**src/rtl/drc_pkg.sv**
```systemverilog
// Purpose: constants and types for the DAC reference control block
// Assumes: APB slave with 32-bit data, one aligned word per register
// Notes: register offsets are local choices
// Summary of operation
// The pin output enable bit routes the DAC level to the output pin.
// The pin is driven only when the fixed-reference gate also allows it.
// Upper source select 0 picks the supply rail, 1 the external pin.
// The level register holds a 5-bit code in bits 4..0, upper bits zero.
// Code all ones selects the highest output step.
// Code all zeros selects the lowest step, rising monotonically between.
// Every writable bit of both registers resets to zero on any reset.
// Bit 7 enables the converter, bit 6 selects full range, rest read 0; here bits 5 (pin enable) and 2 (source select) also store and read back.
`default_nettype none
package drc_pkg;
   localparam logic [11:0] CFG_OFFSET = 12'h000;
   localparam logic [11:0] LVL_OFFSET = 12'h004;
   localparam int ON_BIT = 7;
   localparam int RANGE_BIT = 6;
   localparam int PIN_BIT = 5;
   localparam int SRC_BIT = 2;
   localparam int LEVEL_W = 5;
   localparam logic [7:0] CFG_MASK = 8'he4;
   localparam logic [7:0] LVL_MASK = 8'h1f;
   localparam logic [7:0] CFG_RESET = 8'h00;
   localparam logic [7:0] LVL_RESET = 8'h00;
   localparam logic SRC_SUPPLY = 1'b0;
   localparam logic SRC_EXTPIN = 1'b1;

   // Settings handed to the analog side
   typedef struct packed {
      logic converter_on;
      logic range_select;
      logic pin_output_on;
      logic upper_source_select;
      logic [LEVEL_W-1:0] level_code;
   } drc_ctrl_t;
endpackage
`default_nettype wire

```
**src/rtl/drc_ladder.sv**
```systemverilog
// Purpose: digital model of the resistor ladder tap select
// Assumes: one-hot tap select drives the analog ladder switches
// Notes: disabled converter opens all taps
`default_nettype none
module drc_ladder #(
   parameter int LEVEL_W = 5
) (
   input wire logic enable_i,
   input wire logic [LEVEL_W-1:0] code_i,
   output logic [(1<<LEVEL_W)-1:0] tap_o
);
   // Tap vector grows as a power of two; refuse sizes it cannot serve
   if (LEVEL_W < 1 || LEVEL_W > 8) begin : g_bad_width
      $error("drc_ladder: LEVEL_W out of range");
   end

   // Tap index equals code: 0 lowest, all ones highest, monotonic
   for (genvar i = 0; i < (1 << LEVEL_W); i++) begin : g_tap
      assign tap_o[i] = enable_i &
         (code_i == LEVEL_W'(i));
   end
endmodule
`default_nettype wire

```
**src/rtl/drc_regs.sv**
```systemverilog
// Purpose: APB register file for the two DAC control registers
// Assumes: single clock, synchronous active-low reset
// Notes: zero wait states, unmapped addresses read zero with pslverr
`default_nettype none
module drc_regs (
   input wire logic clk_i,
   input wire logic rst_n_i,
   input wire logic psel_i,
   input wire logic penable_i,
   input wire logic pwrite_i,
   input wire logic [11:0] paddr_i,
   input wire logic [31:0] pwdata_i,
   input wire logic [3:0] pstrb_i,
   output logic [31:0] prdata_o,
   output logic pready_o,
   output logic pslverr_o,
   output logic [7:0] cfg_o,
   output logic [7:0] lvl_o
);
   logic [7:0] cfg_ff;
   logic [7:0] lvl_ff;
   logic hit_cfg;
   logic hit_lvl;
   logic wr_en;

   assign hit_cfg = (paddr_i == drc_pkg::CFG_OFFSET);
   assign hit_lvl = (paddr_i == drc_pkg::LVL_OFFSET);
   // Low lane only carries data; other lanes ignored
   assign wr_en = psel_i & penable_i & pwrite_i & pstrb_i[0];

   // Unimplemented bits masked so they never store
   always_ff @(posedge clk_i) begin
      if (!rst_n_i) begin
         cfg_ff <= drc_pkg::CFG_RESET;
         lvl_ff <= drc_pkg::LVL_RESET;
      end else if (wr_en) begin
         if (hit_cfg) begin
            cfg_ff <= pwdata_i[7:0] & drc_pkg::CFG_MASK;
         end
         if (hit_lvl) begin
            lvl_ff <= pwdata_i[7:0] & drc_pkg::LVL_MASK;
         end
      end
   end

   assign pready_o = 1'b1;
   assign pslverr_o = psel_i & penable_i & ~(hit_cfg | hit_lvl);
   // Read mux; upper bits and reserved bits read zero
   always_comb begin
      prdata_o = 32'h0000_0000;
      if (hit_cfg) begin
         prdata_o = {24'h00_0000, cfg_ff};
      end else if (hit_lvl) begin
         prdata_o = {24'h00_0000, lvl_ff};
      end
   end

   assign cfg_o = cfg_ff;
   assign lvl_o = lvl_ff;
endmodule
`default_nettype wire

```
**src/rtl/drc_top.sv**
```systemverilog
// Purpose: DAC reference control, APB registers to analog controls
// Assumes: fixed-reference gate arrives from another clock domain or pin
// Notes: all outputs registered; one cycle after register update
//
// Design decisions made here: the APB register port and the placing of the registers.
`default_nettype none
module drc_top (
   input wire logic clk_i,
   input wire logic rst_n_i,
   input wire logic psel_i,
   input wire logic penable_i,
   input wire logic pwrite_i,
   input wire logic [11:0] paddr_i,
   input wire logic [31:0] pwdata_i,
   input wire logic [3:0] pstrb_i,
   output logic [31:0] prdata_o,
   output logic pready_o,
   output logic pslverr_o,
   input wire logic fixed_ref_gate_i,
   output drc_pkg::drc_ctrl_t ctrl_o,
   output logic [31:0] tap_o,
   output logic analog_out_pin_o,
   output logic src_supply_o,
   output logic src_extpin_o
);
   logic [7:0] cfg;
   logic [7:0] lvl;
   logic [31:0] prdata;
   logic [31:0] tap;
   logic hit_any;
   logic [31:0] prdata_ff;
   logic pready_ff;
   logic pslverr_ff;
   logic gate_meta_ff;
   logic gate_sync_ff;
   drc_pkg::drc_ctrl_t ctrl_ff;
   drc_pkg::drc_ctrl_t nxt_ctrl;
   logic [31:0] tap_ff;
   logic pin_ff;
   logic src_supply_ff;
   logic src_extpin_ff;

   drc_regs u_regs (
      .clk_i(clk_i),
      .rst_n_i(rst_n_i),
      .psel_i(psel_i),
      .penable_i(penable_i),
      .pwrite_i(pwrite_i),
      .paddr_i(paddr_i),
      .pwdata_i(pwdata_i),
      .pstrb_i(pstrb_i),
      .prdata_o(prdata),
      .pready_o(),
      .pslverr_o(),
      .cfg_o(cfg),
      .lvl_o(lvl)
   );

   assign hit_any = (paddr_i == drc_pkg::CFG_OFFSET) |
      (paddr_i == drc_pkg::LVL_OFFSET);

   // Answer latched in the setup cycle, so the access still has no wait
   always_ff @(posedge clk_i) begin
      if (!rst_n_i) begin
         prdata_ff <= 32'h0000_0000;
         pready_ff <= 1'b0;
         pslverr_ff <= 1'b0;
      end else begin
         pready_ff <= psel_i & ~penable_i;
         pslverr_ff <= psel_i & ~penable_i & ~hit_any;
         if (psel_i & ~penable_i) begin
            prdata_ff <= prdata;
         end
      end
   end

   assign prdata_o = prdata_ff;
   assign pready_o = pready_ff;
   assign pslverr_o = pslverr_ff;

   // Gate comes from outside the clock domain
   always_ff @(posedge clk_i) begin
      if (!rst_n_i) begin
         gate_meta_ff <= 1'b0;
         gate_sync_ff <= 1'b0;
      end else begin
         gate_meta_ff <= fixed_ref_gate_i;
         gate_sync_ff <= gate_meta_ff;
      end
   end

   // Field unpacking
   always_comb begin
      nxt_ctrl.converter_on = cfg[drc_pkg::ON_BIT];
      nxt_ctrl.range_select = cfg[drc_pkg::RANGE_BIT];
      nxt_ctrl.pin_output_on = cfg[drc_pkg::PIN_BIT];
      nxt_ctrl.upper_source_select = cfg[drc_pkg::SRC_BIT];
      nxt_ctrl.level_code = lvl[drc_pkg::LEVEL_W-1:0];
   end

   drc_ladder #(
      .LEVEL_W(drc_pkg::LEVEL_W)
   ) u_ladder (
      .enable_i(cfg[drc_pkg::ON_BIT]),
      .code_i(lvl[drc_pkg::LEVEL_W-1:0]),
      .tap_o(tap)
   );

   // Outputs registered so the analog switches never glitch
   always_ff @(posedge clk_i) begin
      if (!rst_n_i) begin
         ctrl_ff <= '0;
         tap_ff <= 32'h0000_0000;
         pin_ff <= 1'b0;
         src_supply_ff <= 1'b0;
         src_extpin_ff <= 1'b0;
      end else begin
         ctrl_ff <= nxt_ctrl;
         tap_ff <= tap;
         // Pin needs converter on, its own enable and the external gate
         pin_ff <= nxt_ctrl.converter_on & nxt_ctrl.pin_output_on
            & gate_sync_ff;
         src_supply_ff <= nxt_ctrl.converter_on &
            (nxt_ctrl.upper_source_select == drc_pkg::SRC_SUPPLY);
         src_extpin_ff <= nxt_ctrl.converter_on &
            (nxt_ctrl.upper_source_select == drc_pkg::SRC_EXTPIN);
      end
   end

   assign ctrl_o = ctrl_ff;
   assign tap_o = tap_ff;
   assign analog_out_pin_o = pin_ff;
   assign src_supply_o = src_supply_ff;
   assign src_extpin_o = src_extpin_ff;
endmodule
`default_nettype wire

```
**config.mk**
```make
export PLATFORM = sky130hd
export DESIGN_NAME = drc_top
export DESIGN_NICKNAME = d
export VERILOG_FILES = /design/src/rtl/drc_pkg.sv /design/src/rtl/drc_ladder.sv /design/src/rtl/drc_regs.sv /design/src/rtl/drc_top.sv
export SDC_FILE = /design/constraint.sdc
export NUM_CORES = 1
export LEC_CHECK = 0
export ABC_AREA = 1
export BUFFER_PORTS_ARGS = -buffer_cell sky130_fd_sc_hd__buf_2
export CAP_MARGIN = 20
export CORE_MARGIN = 1
export CORE_UTILIZATION = 43
export CTS_BUF_LIST = sky130_fd_sc_hd__clkbuf_8 sky130_fd_sc_hd__clkbuf_16
export DETAILED_ROUTE_END_ITERATION = 8
export HOLD_SLACK_MARGIN = 0.03
export PLACE_DENSITY = 0.9
export SLEW_MARGIN = 20
export SYNTH_ARGS = -nofsm -noshare
export SYNTH_HDL_FRONTEND = slang
export SYNTH_SLANG_ARGS = --single-unit
```
**constraint.sdc**
```tcl
create_clock -name clk_i -period 1.1 [get_ports clk_i]
set_input_delay 0.275 -clock clk_i [delete_from_list [all_inputs] [get_ports clk_i]]
set_output_delay 0.275 -clock clk_i [all_outputs]
set_load 0.05 [all_outputs]
```
After elaboration in Yosys (flattened, before gate mapping)
Index checks and enable logic that the tools add are counted.

Register bits after elaboration: 89. Output and inout bits: 78. Logic and storage cells: 99.

Equal/unequal tests: 32. Multiplexer cells: 2. Bitwise logic cells: 45. Reductions and logical operators: 4.

Operator list (number): $eq 5x5->1 const B (16); $and 1x1->1 (41); $eq 5x4->1 const B (8); $mux 32 (1); $eq 5x3->1 const B (4); $eq 12x3->1 const B (1); $logic_not 12->1 (1); $eq 5x2->1 const B (2); $eq 5x1->1 const B (1); $logic_not 5->1 (1); $mux 5 (1); $reduce_and 2->1 (2); $not 1->1 (3); $or 1x1->1 (1).

Logic depth before layout (Yosys ltp)
Depth in word-level cells: 4. Mapped depth: 8. Gate-level depth less buffers: 8.

By module
Synthesis repeated with hierarchy kept, for this count alone.

Cells, all modules: 505. Area total of the unflattened synthesis: 3649.8 µm².

Modules (own cells, without submodules): drc_top (times used 1, cells an instance 297, area each 2518.7 µm²); drc_regs (times used 1, cells an instance 141, area each 864.6 µm²); drc_ladder (times used 1, cells an instance 67, area each 266.5 µm²).

Least setup slack after synthesis
Ideal clock, no wire load.

Path kind: input -> register. From: input paddr_i[11]. To: register prdata_ff[2], in the netlist prdata_o[2]. Setup time: 56 ps. Data arrival time: 951 ps. Slack: 93 ps. Stages on the path: 8. Path buffers: 1. Cell sequence: nor2_2 nand2_2 nor2_4 buf_6 nand3_1 nand3_1 nand2_1 inv_1.

Word-level cells in the longest chain between the ends: 3. Elaborated cells on any way between the ends: 4. Those cells by class: eq/ne: 1; mux: 2; reduce/logical: 1.

Ends and longest elaborated chain: from (decl) (line drc_top.sv:13) `input wire logic [11:0] paddr_i,`; $eq 12x3->1 (line drc_regs.sv:27) `assign hit_lvl = (paddr_i == drc_pkg::LVL_OFFSET);`; $mux 5 (line drc_regs.sv:53) `end else if (hit_lvl) begin`; $mux 32 * (line drc_regs.sv:51) `if (hit_cfg) begin`; to (signal assigned) (line drc_top.sv:72) `prdata_ff <= prdata;`; to (decl) (line drc_top.sv:31) `logic [31:0] prdata_ff;`.

Every way passes the cells marked *; elsewhere a longest branch is shown, timed or not. A chain may end at the register's enable or synchronous reset.

Worst setup path in the final report
From: register src_supply_ff, in the netlist src_supply_o. To: output src_supply_o.

RTL lines: from (decl) (line drc_top.sv:40) `logic src_supply_ff;`; from (signal assigned) (line drc_top.sv:123) `src_supply_ff <= nxt_ctrl.converter_on &`; to (decl) (line drc_top.sv:23) `output logic src_supply_o,`.

No word-level cell between the ends.

==> summary.md <==
| Metric | Value |
|---|---|
| Status | finished with violations |
| Failing checks | setup timing |
| Clk_skew | approximately 0.016 ns |
| Global-route wire length before repair | just over 9 mm |
| Crit-path slowest cell | dfxtp_2 |
| Reg2reg path depth | 3 |
| Commonest non-fill, non-tap cells in the layout | nor2_1, nand2_1, dfxtp_2 |
| Buffers on Ports | 80 |
| Simple-Gate Fraction of Synth Area | 0.271 |
| P&R area growth vs syn | 54.8% |
| R2R setup slack | 0.03 ns |
| Placed inst area | 2790 sq um |
| Post-Layout Cell Count | 451 |
| Worst Min Path Start | fixed_ref_gate_i |
| Remaining Overflow, GRT | 0 |
| Post-detail-place hpwl | 3.58 mm |
| CTS tree | built |
| Vias in the first global route | 1973 |
| TritonCTS buffer count | 9 |
| CP Capture Type | primary output |
| Clock sinks | 65 |
| Worst setup SP type | register |
| Synth top area share | 0.559 |
| Setup CP Type | reg -> out |
| Crit-path max cell delay | 0.39 ns |
| Adder-Cell Fraction of Synth Area | 0 |
| Root buf cell | clkbuf_8 |
| Mean Syn Cell Area | 8.31 sq um |
| Final period utilization | 1.05 |
| Pre-antenna DRT Iters | 8 |
| Row count | 26 |
| Pleak | 0.00170 uW |
| Clk slew on worst S/H paths | 0.07 ns |
| Final Cell Area | 3600 sq um |
| Avg WL per Cell | 15.5 microns |
| Area leader, netlist | dfxtp_1 |
| Htree depth | 3 |
| Synth cell types | 20 |
| ANT nets after route | 0 |
| Gate Count Post-Synth | 280 |
| Via count | 2184 |
| Initial DRC Count | 192 |
| Clk_lat worst skew | 0.35 ns |
| Die X | 75.6 microns |
| Final WS setup | -0.0554 ns |
| Setup_tns | -0.355 ns |
| Maxcap violations | 0 |
| Starting Density | 0.450 |
| Final-layout fill cell count | 322 |
| Worst R2R End | tap_o[16]$_SDFF_PN0_ |
| Syn Std Cell Area | 2330 sq um |
| Max-slew violation count | 0 |
| Die area | approximately 5700 sq um |
| Post-route minimum period | approximately 1.2 ns |
| Top delay family on crit path | flip-flops |
| Remaining DRCs | 0 |
| Crit path DAT | 0.88 ns |
| Hold Vio Cnt, Final | 0 |
| Initial antenna violation count | 0 |
| DP Worst Slack | -0.133 ns |
| Synth top area cells | dfxtp_1, nor2_1, nand2_1 |
| IO Pins | 132 |
| Worst path required time | 0.82 ns |
| Seq cells post-synth | between 60 and 70 |
| Total Nets Final | 430 |
| Post-synthesis mux area share | 0 |
| VDD IR max | 0.783 mV |
| Yosys warnings | 0 |
| Critical Path Fanout Max | 1 |
| Pwr Density | 1380 nW/um^2 |
| Placed Cells | 435 |
| Final setup fails | 30 |
| Largest net degree at the start of global routing | 17 |
| RSZ-0062 raised after global routing | yes |
| Hold worst-path end | gate_meta_ff$_SDFF_PN0_ |
| FMAX | 865 MHz |
| GR Util All Layers | 0.224 |
| Worst-case clock buffer depth | 2 |
| Hold path depth | 3 |
| CP Buf/Inv Count | 1 |
| GP Congestion | roughly 0.81 |
| Largest family of logic cells by synthesized area | simple AND/OR/NAND/NOR gates |
| N_diodes | 0 |
| Post-Synth XOR/XNOR Area | 0 |
| Core Footprint | 5170 sq um |
| Synth Area in Compound Gates | 0.0301 |
| Vias per inst | 4.84 |
| Seq/Total Area, Yosys | 0.559 |
| Worst Hold Class | in -> reg |
| Final WL | between 7 and 8 mm |
| Crit path cell chain | buf_8 |
| Ratio of cells with drive above 1 in the final layout | 0.507 |
| Power Total | around 5000 uW |
| Die height | 75.6 microns |
| Critical R2R Launch | u_regs.lvl_o[0]$_SDFFE_PN0P_ |
## cells in the mapped netlist, drive strengths merged
| cell type | n |
|---|---|
| dfxtp | 65 |
| conb | 1 |
| a21oi | 11 |
| buf | 30 |
| nand3 | 8 |
| nor2 | 67 |
| o21ai | 3 |
| inv | 28 |
| nand2 | 60 |
| nand4 | 7 |
## worst max path at each step
stage / start / slack [ns] / cells after the start / endpoint
after detailed placement: paddr_i[7] / -0.13 / 7 / u_regs.cfg_o[5]$_SDFFE_PN0P_
after global routing: src_supply_o$_SDFF_PN0_ / -0.09 / 1 / src_supply_o
final: src_supply_o$_SDFF_PN0_ / -0.06 / 1 / src_supply_o
after CTS: prdata_o[1]$_SDFFE_PN0P_ / -0.02 / 1 / prdata_o[1]
after floorplan: paddr_i[11] / 0.09 / 8 / prdata_o[2]$_SDFFE_PN0P_
after global placement: paddr_i[11] / -0.13 / 9 / prdata_o[2]$_SDFFE_PN0P_
## state kept, by name, indices dropped and copies added, names as in the netlist
name              flops
src_extpin_o          1
ctrl_o                9
src_supply_o          1
tap_o                32
gate_meta_ff          1
analog_out_pin_o      1
prdata_o              8
u_regs.cfg_o          4
pready_o              1
pslverr_o             1
u_regs.lvl_o          5
gate_sync_ff          1
## power breakdown
| part | total (uW) | switching, uW | internal (uW) | leakage (uW) |
|---|---|---|---|---|
| logic | 403 | 305 | 98.8 | 0.00104 |
| clock network | 2170 | 945 | 1230 | 0.000105 |
| registers | 2380 | 10.4 | 2370 | 0.000554 |
| total | 4950 | 1260 | 3690 | 0.00170 |
## layer usage
| layer | wire length, microns | GRT usage | up-vias |
|---|---|---|---|
| li1 | - | - | 996 |
| met1 | 2450 | 0.214 | 997 |
| met2 | 3600 | 0.413 | 160 |
| met3 | 680 | 0.0648 | 31 |
| met4 | 276 | 0.156 | 0 |
| met5 | 0 | 0 | - |
## cell type report
type / instances / area [sq um] / share of cell area
repair buffers: 92 / 1020 / 0.284
multi-input cells: 180 / 798 / 0.222
clock inverters: 4 / 50.0 / 0.0139
inverters: 28 / 105 / 0.0292
clock buffers: 12 / 165 / 0.0458
well taps: 70 / 87.6 / 0.0243
flip-flops and latches: 65 / 1370 / 0.381
## what timing repair did
action	4_1_cts	5_1_grt
gates resized for setup	154	63
hold buffers	0	0
setup buffers	0	0
setup endpoints to repair	55	80
## logic make-up after synthesis
family	count (synthesis)
buffers and inverters	58
and+or+nand+nor	142
other	1
DFF	65
AOI/OAI and AO/OA	14
## metrics by stage
stage,util,hold slack (ns)
2_1_floorplan,-,0.382
3_3_place_gp,0.539,0.404
3_5_place_dp,0.539,0.424
4_1_cts,0.659,0.127
5_1_grt,0.696,0.142
6_report,0.696,0.145
Note: power is estimated with default switching activity, not from simulation.
